`config.mk`:
```
export PLATFORM = sky130hd
export DESIGN_NAME = usb_interrupt_flags
export DESIGN_NICKNAME = d
export VERILOG_FILES = /design/src/core/usb_irq_pkg.sv /design/src/core/usb_interrupt_flags.sv
export SDC_FILE = /design/constraint.sdc
export NUM_CORES = 1
export LEC_CHECK = 0
export BUFFER_PORTS_ARGS = -buffer_cell sky130_fd_sc_hd__buf_4
export CORE_MARGIN = 4
export CORE_UTILIZATION = 54
export CTS_CLUSTER_SIZE = 12
export DETAILED_ROUTE_END_ITERATION = 12
export GPL_TIMING_DRIVEN = 0
export MAX_ROUTING_LAYER = met4
export PLACE_DENSITY = 0.79
export SYNTH_ARGS = -nofsm -noshare
export SYNTH_HDL_FRONTEND = slang
export SYNTH_SLANG_ARGS = --single-unit
```
`constraint.sdc`:
```
create_clock -name core_clk -period 3.9 [get_ports core_clk]
set_clock_uncertainty 0.1 [all_clocks]
set_input_delay 0.975 -clock core_clk [delete_from_list [all_inputs] [get_ports core_clk]]
set_output_delay 0.975 -clock core_clk [all_outputs]
set_load 0.03 [all_outputs]
```
`src/core/usb_irq_pkg.sv`:
```
// Purpose: constants and types for the usb interrupt flag block
// Assumes: core_clk at 40 MHz, byte-wide flag register in the low bits
// Notes:   offsets are word byte addresses on the plain register port
//
// Summary of operation
// - host: received stall handshake sets stall
// - peripheral: sent stall handshake sets stall
// - host: attach detection sets attach flag
// - attach only when host, bus quiet 2.5 us, not se0
// - k state held 2.5 us sets resume
// - idle bus 3 ms sets idle
// - token finished sets token done flag
// - clearing token done advances status fifo
// - sof received (peripheral) or threshold (host) sets frame start
// - only enabled errors set error summary
// - peripheral: valid bus reset sets bit zero
// - host: detach sets bit zero
// - sticky flags, write one clears
// - upper 24 bits read zero
package usb_irq_pkg;

  localparam logic [7:0] FLAGS_OFFSET   = 8'h00;
  localparam logic [7:0] ENABLE_OFFSET  = 8'h04;
  localparam logic [7:0] ERR_EN_OFFSET  = 8'h08;
  localparam logic [7:0] CONTROL_OFFSET = 8'h0C;
  localparam logic [7:0] LINE_OFFSET    = 8'h10;

  localparam int STALL_BIT  = 7;
  localparam int ATTACH_BIT = 6;
  localparam int RESUME_BIT = 5;
  localparam int IDLE_BIT   = 4;
  localparam int TOKEN_BIT  = 3;
  localparam int FRAME_BIT  = 2;
  localparam int ERROR_BIT  = 1;
  localparam int RESET_BIT  = 0;

  localparam int HOST_EN_BIT = 0;

  localparam int LINE_SUSP_BIT = 2;

  localparam logic [7:0] FLAGS_RESET  = 8'h00;
  localparam logic [7:0] ENABLE_RESET = 8'h00;
  localparam logic [7:0] ERR_EN_RESET = 8'h00;
  localparam logic [7:0] CTRL_RESET   = 8'h00;
  localparam logic [1:0] LINE_RESET   = 2'h1;

  localparam int CLK_HZ       = 40_000_000;
  localparam int RESUME_NS    = 2500;
  localparam int ATTACH_NS    = 2500;
  localparam int IDLE_US      = 3000;
  localparam int RESUME_TICKS = (RESUME_NS * (CLK_HZ / 1_000_000)
                                 + 999) / 1000;
  localparam int ATTACH_TICKS = (ATTACH_NS * (CLK_HZ / 1_000_000)
                                 + 999) / 1000;
  localparam int IDLE_TICKS   = IDLE_US * (CLK_HZ / 1_000_000);
  localparam int CNT_W        = 17;

  typedef enum logic [1:0] {
    line_se0,
    line_j,
    line_k,
    line_se1
  } line_state_type;

  typedef struct packed {
    logic       stall_rx;
    logic       stall_tx;
    logic       attach;
    logic       token_done;
    logic       sof_rx;
    logic       sof_threshold;
    logic       bus_reset;
    logic       detach;
    logic [7:0] error_events;
  } usb_event_type;

  typedef struct packed {
    logic [7:0] addr;
    logic [31:0] wdata;
    logic        write;
    logic        read;
  } reg_request_type;

endpackage

```
`src/core/usb_interrupt_flags.sv`:
```
// Purpose: sticky usb interrupt flags, enables and interrupt request
// Assumes: events are one-cycle pulses on core_clk; line state is a pin
// Notes:   flags clear on write-one; enabled flags drive one level irq
//
// The register offsets and the strobed register port were decided locally.
`timescale 1ns/10ps
module usb_interrupt_flags
  import usb_irq_pkg::*;
#(
  parameter int IDLE_COUNT = IDLE_TICKS
) (
  input  wire logic            core_clk,
  input  wire logic            rstn,
  input  wire reg_request_type bus_req,
  output logic [31:0]          rdata,
  input  wire usb_event_type   events,
  input  wire logic [1:0]      line_pins,
  input  wire logic            suspended,
  output logic                 status_advance,
  output logic                 irq
);

  ////////////////////////////////////////////////////////////////////////
  // pin synchroniser
  logic [1:0] line_meta;
  logic [1:0] line_sync;
  logic [1:0] line_prev;
  logic [1:0] next_line_meta;
  logic [1:0] next_line_sync;
  logic [1:0] next_line_prev;
  logic       line_moved;

  // only the second stage onward is read: the first may be metastable
  always_comb begin
    next_line_meta = line_pins;
    next_line_sync = line_meta;
    next_line_prev = line_sync;
  end

  always_ff @(posedge core_clk or negedge rstn) begin
    if (!rstn) begin
      line_meta <= LINE_RESET;
      line_sync <= LINE_RESET;
      line_prev <= LINE_RESET;
    end else begin
      line_meta <= next_line_meta;
      line_sync <= next_line_sync;
      line_prev <= next_line_prev;
    end
  end

  // any change of the settled line counts as bus activity
  assign line_moved = (line_sync != line_prev);

  line_state_type line_now;
  assign line_now = line_state_type'(line_sync);

  function automatic logic hit(input reg_request_type r,
                               input logic [7:0] off);
    hit = r.write && (r.addr == off);
  endfunction

  // host and peripheral share flag bits with different sources
  function automatic logic by_mode(input logic host,
                                   input logic host_src,
                                   input logic dev_src);
    by_mode = host ? host_src : dev_src;
  endfunction

  ////////////////////////////////////////////////////////////////////////
  // control registers
  logic [7:0] flags;
  logic [7:0] enables;
  logic [7:0] err_en;
  logic [7:0] control;
  logic [7:0] next_flags;
  logic [7:0] next_enables;
  logic [7:0] next_err_en;
  logic [7:0] next_control;
  logic       host_mode;

  assign host_mode = control[HOST_EN_BIT];

  always_comb begin
    next_enables = enables;
    next_err_en  = err_en;
    next_control = control;
    if (hit(bus_req, ENABLE_OFFSET)) begin
      next_enables = bus_req.wdata[7:0];
    end
    if (hit(bus_req, ERR_EN_OFFSET)) begin
      next_err_en = bus_req.wdata[7:0];
    end
    if (hit(bus_req, CONTROL_OFFSET)) begin
      next_control = bus_req.wdata[7:0];
    end
  end

  always_ff @(posedge core_clk or negedge rstn) begin
    if (!rstn) begin
      enables <= ENABLE_RESET;
      err_en  <= ERR_EN_RESET;
      control <= CTRL_RESET;
    end else begin
      enables <= next_enables;
      err_en  <= next_err_en;
      control <= next_control;
    end
  end

  ////////////////////////////////////////////////////////////////////////
  // line timers
  logic [CNT_W-1:0] k_count;
  logic [CNT_W-1:0] next_k_count;
  logic             resume_hit;

  // k state timer, saturates so one long k sets once
  always_comb begin
    next_k_count = k_count;
    resume_hit   = 1'b0;
    if (line_now != line_k) begin
      next_k_count = '0;
    end else if (k_count < CNT_W'(RESUME_TICKS)) begin
      next_k_count = k_count + CNT_W'(1);
      resume_hit   = (k_count == CNT_W'(RESUME_TICKS - 1));
    end
  end

  always_ff @(posedge core_clk or negedge rstn) begin
    if (!rstn) begin
      k_count <= '0;
    end else begin
      k_count <= next_k_count;
    end
  end

  logic [CNT_W-1:0] idle_count;
  logic [CNT_W-1:0] next_idle_count;
  logic             idle_hit;

  // idle timer, fires once per idle period
  always_comb begin
    next_idle_count = idle_count;
    idle_hit        = 1'b0;
    if (line_now != line_j) begin
      next_idle_count = '0;
    end else if (idle_count < CNT_W'(IDLE_COUNT)) begin
      next_idle_count = idle_count + CNT_W'(1);
      idle_hit        = (idle_count == CNT_W'(IDLE_COUNT - 1));
    end
  end

  always_ff @(posedge core_clk or negedge rstn) begin
    if (!rstn) begin
      idle_count <= '0;
    end else begin
      idle_count <= next_idle_count;
    end
  end

  logic [CNT_W-1:0] quiet_count;
  logic [CNT_W-1:0] next_quiet_count;
  logic             bus_quiet;

  // quiet bus means no line change and no token traffic
  always_comb begin
    next_quiet_count = quiet_count;
    if (line_moved || events.token_done) begin
      next_quiet_count = '0;
    end else if (quiet_count < CNT_W'(ATTACH_TICKS)) begin
      next_quiet_count = quiet_count + CNT_W'(1);
    end
  end

  assign bus_quiet = (quiet_count >= CNT_W'(ATTACH_TICKS));

  always_ff @(posedge core_clk or negedge rstn) begin
    if (!rstn) begin
      quiet_count <= '0;
    end else begin
      quiet_count <= next_quiet_count;
    end
  end

  ////////////////////////////////////////////////////////////////////////
  // flag set and clear
  logic [7:0] set_vec;
  logic [7:0] clear_vec;

  always_comb begin
    set_vec = '0;
    set_vec[STALL_BIT] = by_mode(host_mode, events.stall_rx,
                                 events.stall_tx);
    set_vec[ATTACH_BIT] = events.attach && host_mode && bus_quiet
                          && (line_now != line_se0);
    set_vec[RESUME_BIT] = resume_hit;
    set_vec[IDLE_BIT]   = idle_hit;
    set_vec[TOKEN_BIT]  = events.token_done;
    set_vec[FRAME_BIT]  = by_mode(host_mode, events.sof_threshold,
                                  events.sof_rx);
    set_vec[ERROR_BIT]  = |(events.error_events & err_en);
    set_vec[RESET_BIT]  = by_mode(host_mode, events.detach,
                                  events.bus_reset);
    clear_vec = hit(bus_req, FLAGS_OFFSET) ? bus_req.wdata[7:0] : 8'h00;
    next_flags = (flags & ~clear_vec) | set_vec;
  end

  always_ff @(posedge core_clk or negedge rstn) begin
    if (!rstn) begin
      flags <= FLAGS_RESET;
    end else begin
      flags <= next_flags;
    end
  end

  assign status_advance = flags[TOKEN_BIT] && clear_vec[TOKEN_BIT];

  assign irq = |(flags & enables);

  ////////////////////////////////////////////////////////////////////////
  // read port, data one cycle after strobe
  logic [31:0] next_rdata;

  always_comb begin
    next_rdata = 32'h0000_0000;
    if (bus_req.read) begin
      case (bus_req.addr)
        FLAGS_OFFSET:   next_rdata = {24'h00_0000, flags};
        ENABLE_OFFSET:  next_rdata = {24'h00_0000, enables};
        ERR_EN_OFFSET:  next_rdata = {24'h00_0000, err_en};
        CONTROL_OFFSET: next_rdata = {24'h00_0000, control};
        LINE_OFFSET: begin
          next_rdata[1:0]           = line_sync;
          next_rdata[LINE_SUSP_BIT] = suspended;
        end
        default:        next_rdata = 32'h0000_0000;
      endcase
    end
  end

  always_ff @(posedge core_clk or negedge rstn) begin
    if (!rstn) begin
      rdata <= 32'h0000_0000;
    end else begin
      rdata <= next_rdata;
    end
  end

endmodule

```
==> flow_metrics.env, run 1 <==
export IMPL_cts_max_path_buffers=2
export IMPL_reg2regPathDepth=4
export IMPL_avgSynthCellArea_um2=11.41
export IMPL_relSlewSlack_pct=23.06
export IMPL_grtUsageMet1_pct=26.75
export IMPL_cellPowerDensity_mw_per_mm2=361.9
export IMPL_holdBufCountCts=0
export IMPL_holdPathEnd="line_now[1]"
export IMPL_max_stage_delay_ps=550
export IMPL_fin_crit_sh_pct=97.98
export IMPL_p_leak_nw=2.462
export IMPL_wirelength_mm=8.601
export IMPL_crit_path_start_kind="input pin"
export IMPL_synthFlopType="dfrtp_1"
export IMPL_ys_seq_area_share_pct=53.56
export IMPL_io_pins=97
export IMPL_yosysMostFrequentCell="dfrtp_1"
export IMPL_start_util_pct=55.25
export IMPL_drive_gt1_share_pct=26.50
export IMPL_criticalPathCategory="input pin to output port"
export IMPL_grt_pass1_wl_mm=14.23
export IMPL_synth_seq_cells=97
export IMPL_whs_ps=260.5
export IMPL_grt_util_met3_pct=3.647
export IMPL_synth_area_leader_cell="dfrtp_1"
export IMPL_r2r_start="k_count[8]"
export IMPL_slew_violations=0
export IMPL_syn_cell_area_mm2=0.004539
export IMPL_cpMostUsedCell="buf_4"
export IMPL_max_cap_violations=0
export IMPL_synth_async_reset_ratio_pct=100.0
export IMPL_rrSetupSlack_ps=1790
export IMPL_crit_family="simple AND/OR/NAND/NOR gates"
export IMPL_fin_nets=546
export IMPL_dieArea_mm2=0.009937
export IMPL_ant_nets=0
export IMPL_worstMarginPinSlew_ps=1154
export IMPL_antennaDiodeCount=0
export IMPL_syn_to_final_growth_pct=17.39
export IMPL_status="finished, final reports clean"
export IMPL_fmax_mhz=261.7
export IMPL_clock_sinks=97
export IMPL_required_ps=2820
export IMPL_endpoint_kind="output port"
export IMPL_grt_pass1_vias=2947
export IMPL_port_buffers=46
export IMPL_syn_inst=398
export IMPL_die_w_um=99.69
export IMPL_rsz0062_at_grt="no"
export IMPL_use_met2_pct=26.58
export IMPL_busiest_layer="met1"
export IMPL_grt_max_degree=98
export IMPL_viasPerCell=5.320
export IMPL_core_mm2=0.008217
export IMPL_drt_iter0_markers=131
export IMPL_num_fill_cells=637
export IMPL_path_clk_slew_ps=90
export IMPL_ys_types=52
export IMPL_place_hpwl_mm=6.194
export IMPL_crit_path_cell_trace="buf_4 -> or4_4 -> or4b_4 -> nor3_4 -> and3_4 -> buf_4"
export IMPL_dieHeight_um=99.69
export IMPL_yosys_warnings=0
export IMPL_cts_max_level=3
export IMPL_dr_pass1_iters=4
export IMPL_setup_ws_ps=78.79
export IMPL_clockRootBuffer="clkbuf_8"
export IMPL_clock_latency_ps=360
export IMPL_gp_congestion=0.8073
export IMPL_min_path_type="flip-flop to flip-flop"
export IMPL_vdd_drop_max_mv=0.2294
export IMPL_wl_per_cell_um=14.63
export IMPL_setup_viol=0
export IMPL_path_buf_inv=2
export IMPL_min_from="line_meta[1]"
export IMPL_synthTopCellsByCount="dfrtp_1, nor2_1, buf_4, mux2_2, and2_1"
export IMPL_grt_overflow=0
export IMPL_cts_tree="done"
export IMPL_synth_edff_count=0
export IMPL_antenna_found_initial=0
export IMPL_netlist_area_leader_share_pct=51.82
export IMPL_hold_depth=0
export IMPL_path_max_fanout=3
export IMPL_ys_top_cells_by_area="dfrtp_1, mux2_2, buf_4, mux4_2, xor2_1"
export IMPL_p_total_mw=1.928
export IMPL_worst_path_max_delay_cell="or4_4"
export IMPL_period_needed_ps=3821
export IMPL_worstPathArrival_ps=2750
export IMPL_dr_total_vias=3128
export IMPL_drcViolationCount=0
export IMPL_preCtsSetupSlack_ps=-219.9
export IMPL_cts_buffers=9
export IMPL_placement_rows=33
export IMPL_hold_viol=0
export IMPL_reg2reg_to="k_count[5]"
export IMPL_grt_usage_pct=18.61
[cells by family after synthesis]
group / count (synthesis) / share of synthesized area (%)
AND/OR/NAND/NOR: 137 / 16.73
flip-flops: 97 / 53.56
AO/OA/AOI/OAI: 59 / 8.766
buffers and inverters: 46 / 5.788
multiplexers: 35 / 10.31
XOR/XNOR: 19 / 3.666
adder cells (fa/ha/maj): 4 / 1.103
other: 1 / 0.08261
[worst max path at each step]
| stage | startpoint | end | depth (start not counted) |
|---|---|---|---|
| 6_report | bus_req[35] | status_advance | 6 |
| 5_1_grt | bus_req[35] | status_advance | 6 |
| 4_1_cts | bus_req[35] | status_advance | 6 |
| 3_5_place_dp | bus_req[35] | status_advance | 6 |
| 3_3_place_gp | bus_req[35] | status_advance | 6 |
| 2_1_floorplan | bus_req[35] | status_advance | 4 |
[layout by cell type, fill, tap and decap left out, types with 5 or more instances in the layout]
cell type / netlist / routed
buf_4: 24 / 71
mux4_2: 7 / 7
mux2_2: 24 / 24
nand2_1: 17 / 17
a21oi_1: 14 / 14
clkbuf_1: 13 / 13
nand4_1: 5 / 5
nor4_1: 5 / 5
or3_1: 6 / 6
clkbuf_8: 0 / 9
nand3_1: 16 / 16
xor2_1: 15 / 15
nor2b_1: 9 / 9
a22oi_1: 6 / 6
nor2_1: 33 / 33
conb_1: 1 / 24
dfrtp_1: 94 / 94
inv_1: 9 / 9
and2_1: 20 / 20
o21ai_0: 14 / 14
[flip-flops by register name, indices dropped and copies added (netlist names)]
| name | cells |
|---|---|
| idle_count | 17 |
| k_count | 17 |
| quiet_count | 17 |
| control | 8 |
| enables | 8 |
| err_en | 8 |
| flags | 8 |
| rdata | 8 |
| line_meta | 2 |
| line_now | 2 |
| line_prev | 2 |
[cell type report]
class	count	area (um2)	share of cell area, %
Timing Repair Buffer	47	352.8	6.621
Sequential cell	97	2431	45.62
Clock inverter	6	90.09	1.691
Tap cell	105	131.4	2.465
Multi-Input combinational cell	278	1937	36.35
Clock buffer	9	123.9	2.324
Inverter	9	33.78	0.6340
Buffer	37	229.0	4.297
[where the power goes]
part / internal, mW / switching [mW] / total (mW) / leakage, nW
logic: 0.0781 / 0.101 / 0.179 / 1.06
clock network: 0.361 / 0.346 / 0.707 / 0.106
registers: 1.03 / 0.0167 / 1.04 / 1.30
[metrics by stage]
stage	area (um2)	TNS, ps	std cells	util, %
3_3_place_gp	5102	-218.9	572	62.10
6_report	5329	0	588	64.85
5_1_grt	5329	0	588	64.85
4_1_cts	5329	0	588	64.85
2_1_floorplan	4626	0	421	-
3_5_place_dp	5102	-219.9	572	62.10
[repair_timing]
item / in CTS / in global routing
gates resized for setup: 1 / 0
setup buffers: 1 / 0
endpoints found under the setup margin: 1 / 1
pin swaps: 2 / 1
[routing by layer]
metal | routed length (um) | share of wire, % | vias to the layer above
met4 | 76 | 0.88 | 0
met5 | 0 | 0 | -
li1 | - | - | 1530
met1 | 4041 | 47 | 1505
met2 | 4042 | 47 | 82
met3 | 440 | 5.1 | 11
Power figures use the tool's default switching activity.
==> inputs of run 2 (changes only) <==
ABC_AREA = 1   (was default)
CORE_MARGIN = 2   (was 4)
CORE_UTILIZATION = 56   (was 54)
PLACE_DENSITY = 0.8   (was 0.79)
==> flow_metrics.env, run 2 <==
export IMPL_status="finished, final reports clean"
export IMPL_r2r_start="line_now[0]"
export IMPL_netlist_area_leader_share_pct=45.69
export IMPL_final_instance_count_excl_fill=858
export IMPL_clock_latency_ps=370
export IMPL_ant_nets=0
export IMPL_slew_violations=0
export IMPL_setup_ws_ps=403.3
export IMPL_worstMarginPinSlew_ps=1202
export IMPL_wl_per_cell_um=13.29
export IMPL_min_from="line_meta[1]"
export IMPL_max_cap_violations=0
export IMPL_vdd_drop_max_mv=0.1864
export IMPL_synth_seq_cells=97
export IMPL_drive_gt1_share_pct=17.87
export IMPL_antenna_found_initial=0
export IMPL_port_buffers=47
export IMPL_drcViolationCount=0
export IMPL_syn_inst=664
export IMPL_cts_tree="done"
export IMPL_rrSetupSlack_ps=2010
export IMPL_yosysMostFrequentCell="nand2_1"
export IMPL_postLayoutCoreUtil_pct=67.66
export IMPL_grt_pass1_vias=4297
export IMPL_syn_to_final_growth_pct=15.72
export IMPL_gp_congestion=0.9297
export IMPL_syn_cell_area_mm2=0.005149
export IMPL_synth_edff_count=0
export IMPL_placed_cells=842
export IMPL_preCtsSetupSlack_ps=360.5
export IMPL_setup_viol=0
export IMPL_drt_iter0_markers=249
export IMPL_reg2regPathDepth=7
export IMPL_dr_total_vias=4448
export IMPL_reg2reg_to="idle_count[9]"
export IMPL_layout_commonest_cell="nand2_1"
export IMPL_core_mm2=0.008806
export IMPL_ys_top_cells_by_area="dfrtp_1, nand2_1, nand3_1, nor2_1, inv_1"
export IMPL_cts_resized=0
export IMPL_hold_depth=0
export IMPL_place_area_mm2=0.005723
export IMPL_post_cts_buffers=0
export IMPL_synth_area_leader_cell="dfrtp_1"
export IMPL_period_needed_ps=3497
export IMPL_cts_max_level=3
export IMPL_rsz0062_at_grt="no"
export IMPL_fmax_mhz=286.0
export IMPL_fin_nets=812
export IMPL_antennaDiodeCount=0
export IMPL_grt_overflow=0
export IMPL_wirelength_mm=11.40
export IMPL_ys_seq_area_share_pct=47.22
export IMPL_viasPerCell=5.184
export IMPL_p_leak_nw=3.048
export IMPL_final_area_mm2=0.005958
export IMPL_die_w_um=99.89
export IMPL_grt_pass1_wl_mm=19.49
export IMPL_cellPowerDensity_mw_per_mm2=335.6
export IMPL_path_max_fanout=9
export IMPL_holdBufCountCts=0
export IMPL_endpoint_kind="output port"
export IMPL_num_fill_cells=735
export IMPL_synth_async_reset_ratio_pct=100.0
export IMPL_final_cell_mix="nand2_1, nor2_1, dfrtp_1"
export IMPL_synthTopCellsByCount="nand2_1, dfrtp_1, nor2_1"
export IMPL_criticalPathCategory="input pin to output port"
export IMPL_min_path_type="flip-flop to flip-flop"
export IMPL_worstPathArrival_ps=2420
export IMPL_hold_viol=0
export IMPL_setup_tns_ps=0
export IMPL_cts_buffers=9
export IMPL_io_pins=97
export IMPL_clockRootBuffer="clkbuf_8"
export IMPL_grt_max_degree=98
export IMPL_start_util_pct=58.47
export IMPL_dieHeight_um=99.89
export IMPL_synthFlopType="dfrtp_1"
export IMPL_clock_sinks=97
export IMPL_dieArea_mm2=0.009977
export IMPL_relSlewSlack_pct=19.89
export IMPL_dr_pass1_iters=5
export IMPL_avgSynthCellArea_um2=7.754
export IMPL_reg_top3="idle_count (17), k_count (17), quiet_count (17)"
export IMPL_crit_path_start_kind="input pin"
export IMPL_grt_usage_pct=25.10
export IMPL_ys_types=32
export IMPL_place_hpwl_mm=8.456
export IMPL_placement_rows=34
export IMPL_path_clk_slew_ps=90
export IMPL_holdPathEnd="line_now[1]"
export IMPL_yosys_warnings=0
export IMPL_fin_crit_sh_pct=89.66
export IMPL_required_ps=2820
export IMPL_cts_max_path_buffers=2
==> run 2: cell count changes after synthesis, moves of 10 or more <==
cell | previous run | this run
nand3_1 | 16 | 71
nand2_1 | 17 | 158
nor2_1 | 33 | 94
clkbuf_1 | 13 | 0
inv_1 | 9 | 84
o21ai_0 | 14 | 24
o21ai_1 | 0 | 14
and2_1 | 20 | 0
nand4_1 | 5 | 19
mux2_2 | 24 | 0
==> run 2: stage by stage <==
stage	total power, mW	hold slack (ps)
2_1_floorplan	1.186	231.2
3_3_place_gp	1.260	235.7
3_5_place_dp	1.265	237.1
4_1_cts	2.009	259.3
5_1_grt	2.079	269.3
6_report	2.000	256.8
==> run 2: logic make-up after synthesis <==
kind of cell	after synthesis	share of synthesized area, %
fa+ha+maj	4	0.9721
flops	97	47.22
other cells	1	0.07283
xor+xnor	9	1.531
compound gates	57	6.003
simple gates	370	32.44
buf+inv	126	11.76
==> run 2: cell type report <==
class / count / area (um2) / area share (%)
repair buffers: 47 / 352.8 / 5.922
flip-flops and latches: 97 / 2431 / 40.80
clock inverters: 6 / 97.59 / 1.638
inverters: 89 / 334.1 / 5.607
plain buffers: 37 / 271.5 / 4.557
clock buffers: 10 / 137.6 / 2.310
multi-input cells: 464 / 2198 / 36.90
well taps: 108 / 135.1 / 2.268
==> run 2: worst max-delay path by stage <==
| stage | startpoint | to | slack (ps) | cells past startpoint |
|---|---|---|---|---|
| 2_1_floorplan | bus_req[41] | status_advance | 510 | 5 |
| 3_3_place_gp | bus_req[41] | status_advance | 370 | 7 |
| 3_5_place_dp | bus_req[41] | status_advance | 360 | 7 |
| 4_1_cts | bus_req[41] | status_advance | 340 | 7 |
| 5_1_grt | bus_req[41] | status_advance | 250 | 7 |
| 6_report | bus_req[41] | status_advance | 400 | 7 |
==> run 2: report_power, final <==
group / switching, mW / leakage, nW / internal, mW
Clock: 0.366 / 0.113 / 0.388
Sequential: 0.0210 / 1.25 / 1.03
Combinational: 0.124 / 1.68 / 0.0701
Total: 0.511 / 3.05 / 1.49
==> run 2: per-layer routing <==
| layer | vias up | GRT usage [%] | routed length (um) |
|---|---|---|---|
| met2 | 168 | 41.11 | 5565 |
| met1 | 2037 | 32.22 | 4826 |
| met3 | 35 | 3.134 | 708 |
| met5 | - | - | 0 |
| met4 | 0 | 9.694 | 302 |
| li1 | 2208 | - | - |
==> run 2: critical path, stage by stage <==
cell and delay (ps):
buf_4 110, nor2_1 160, nand3_2 140, nor2_2 430, nand2_4 170, nor3_1 230, buf_4 210
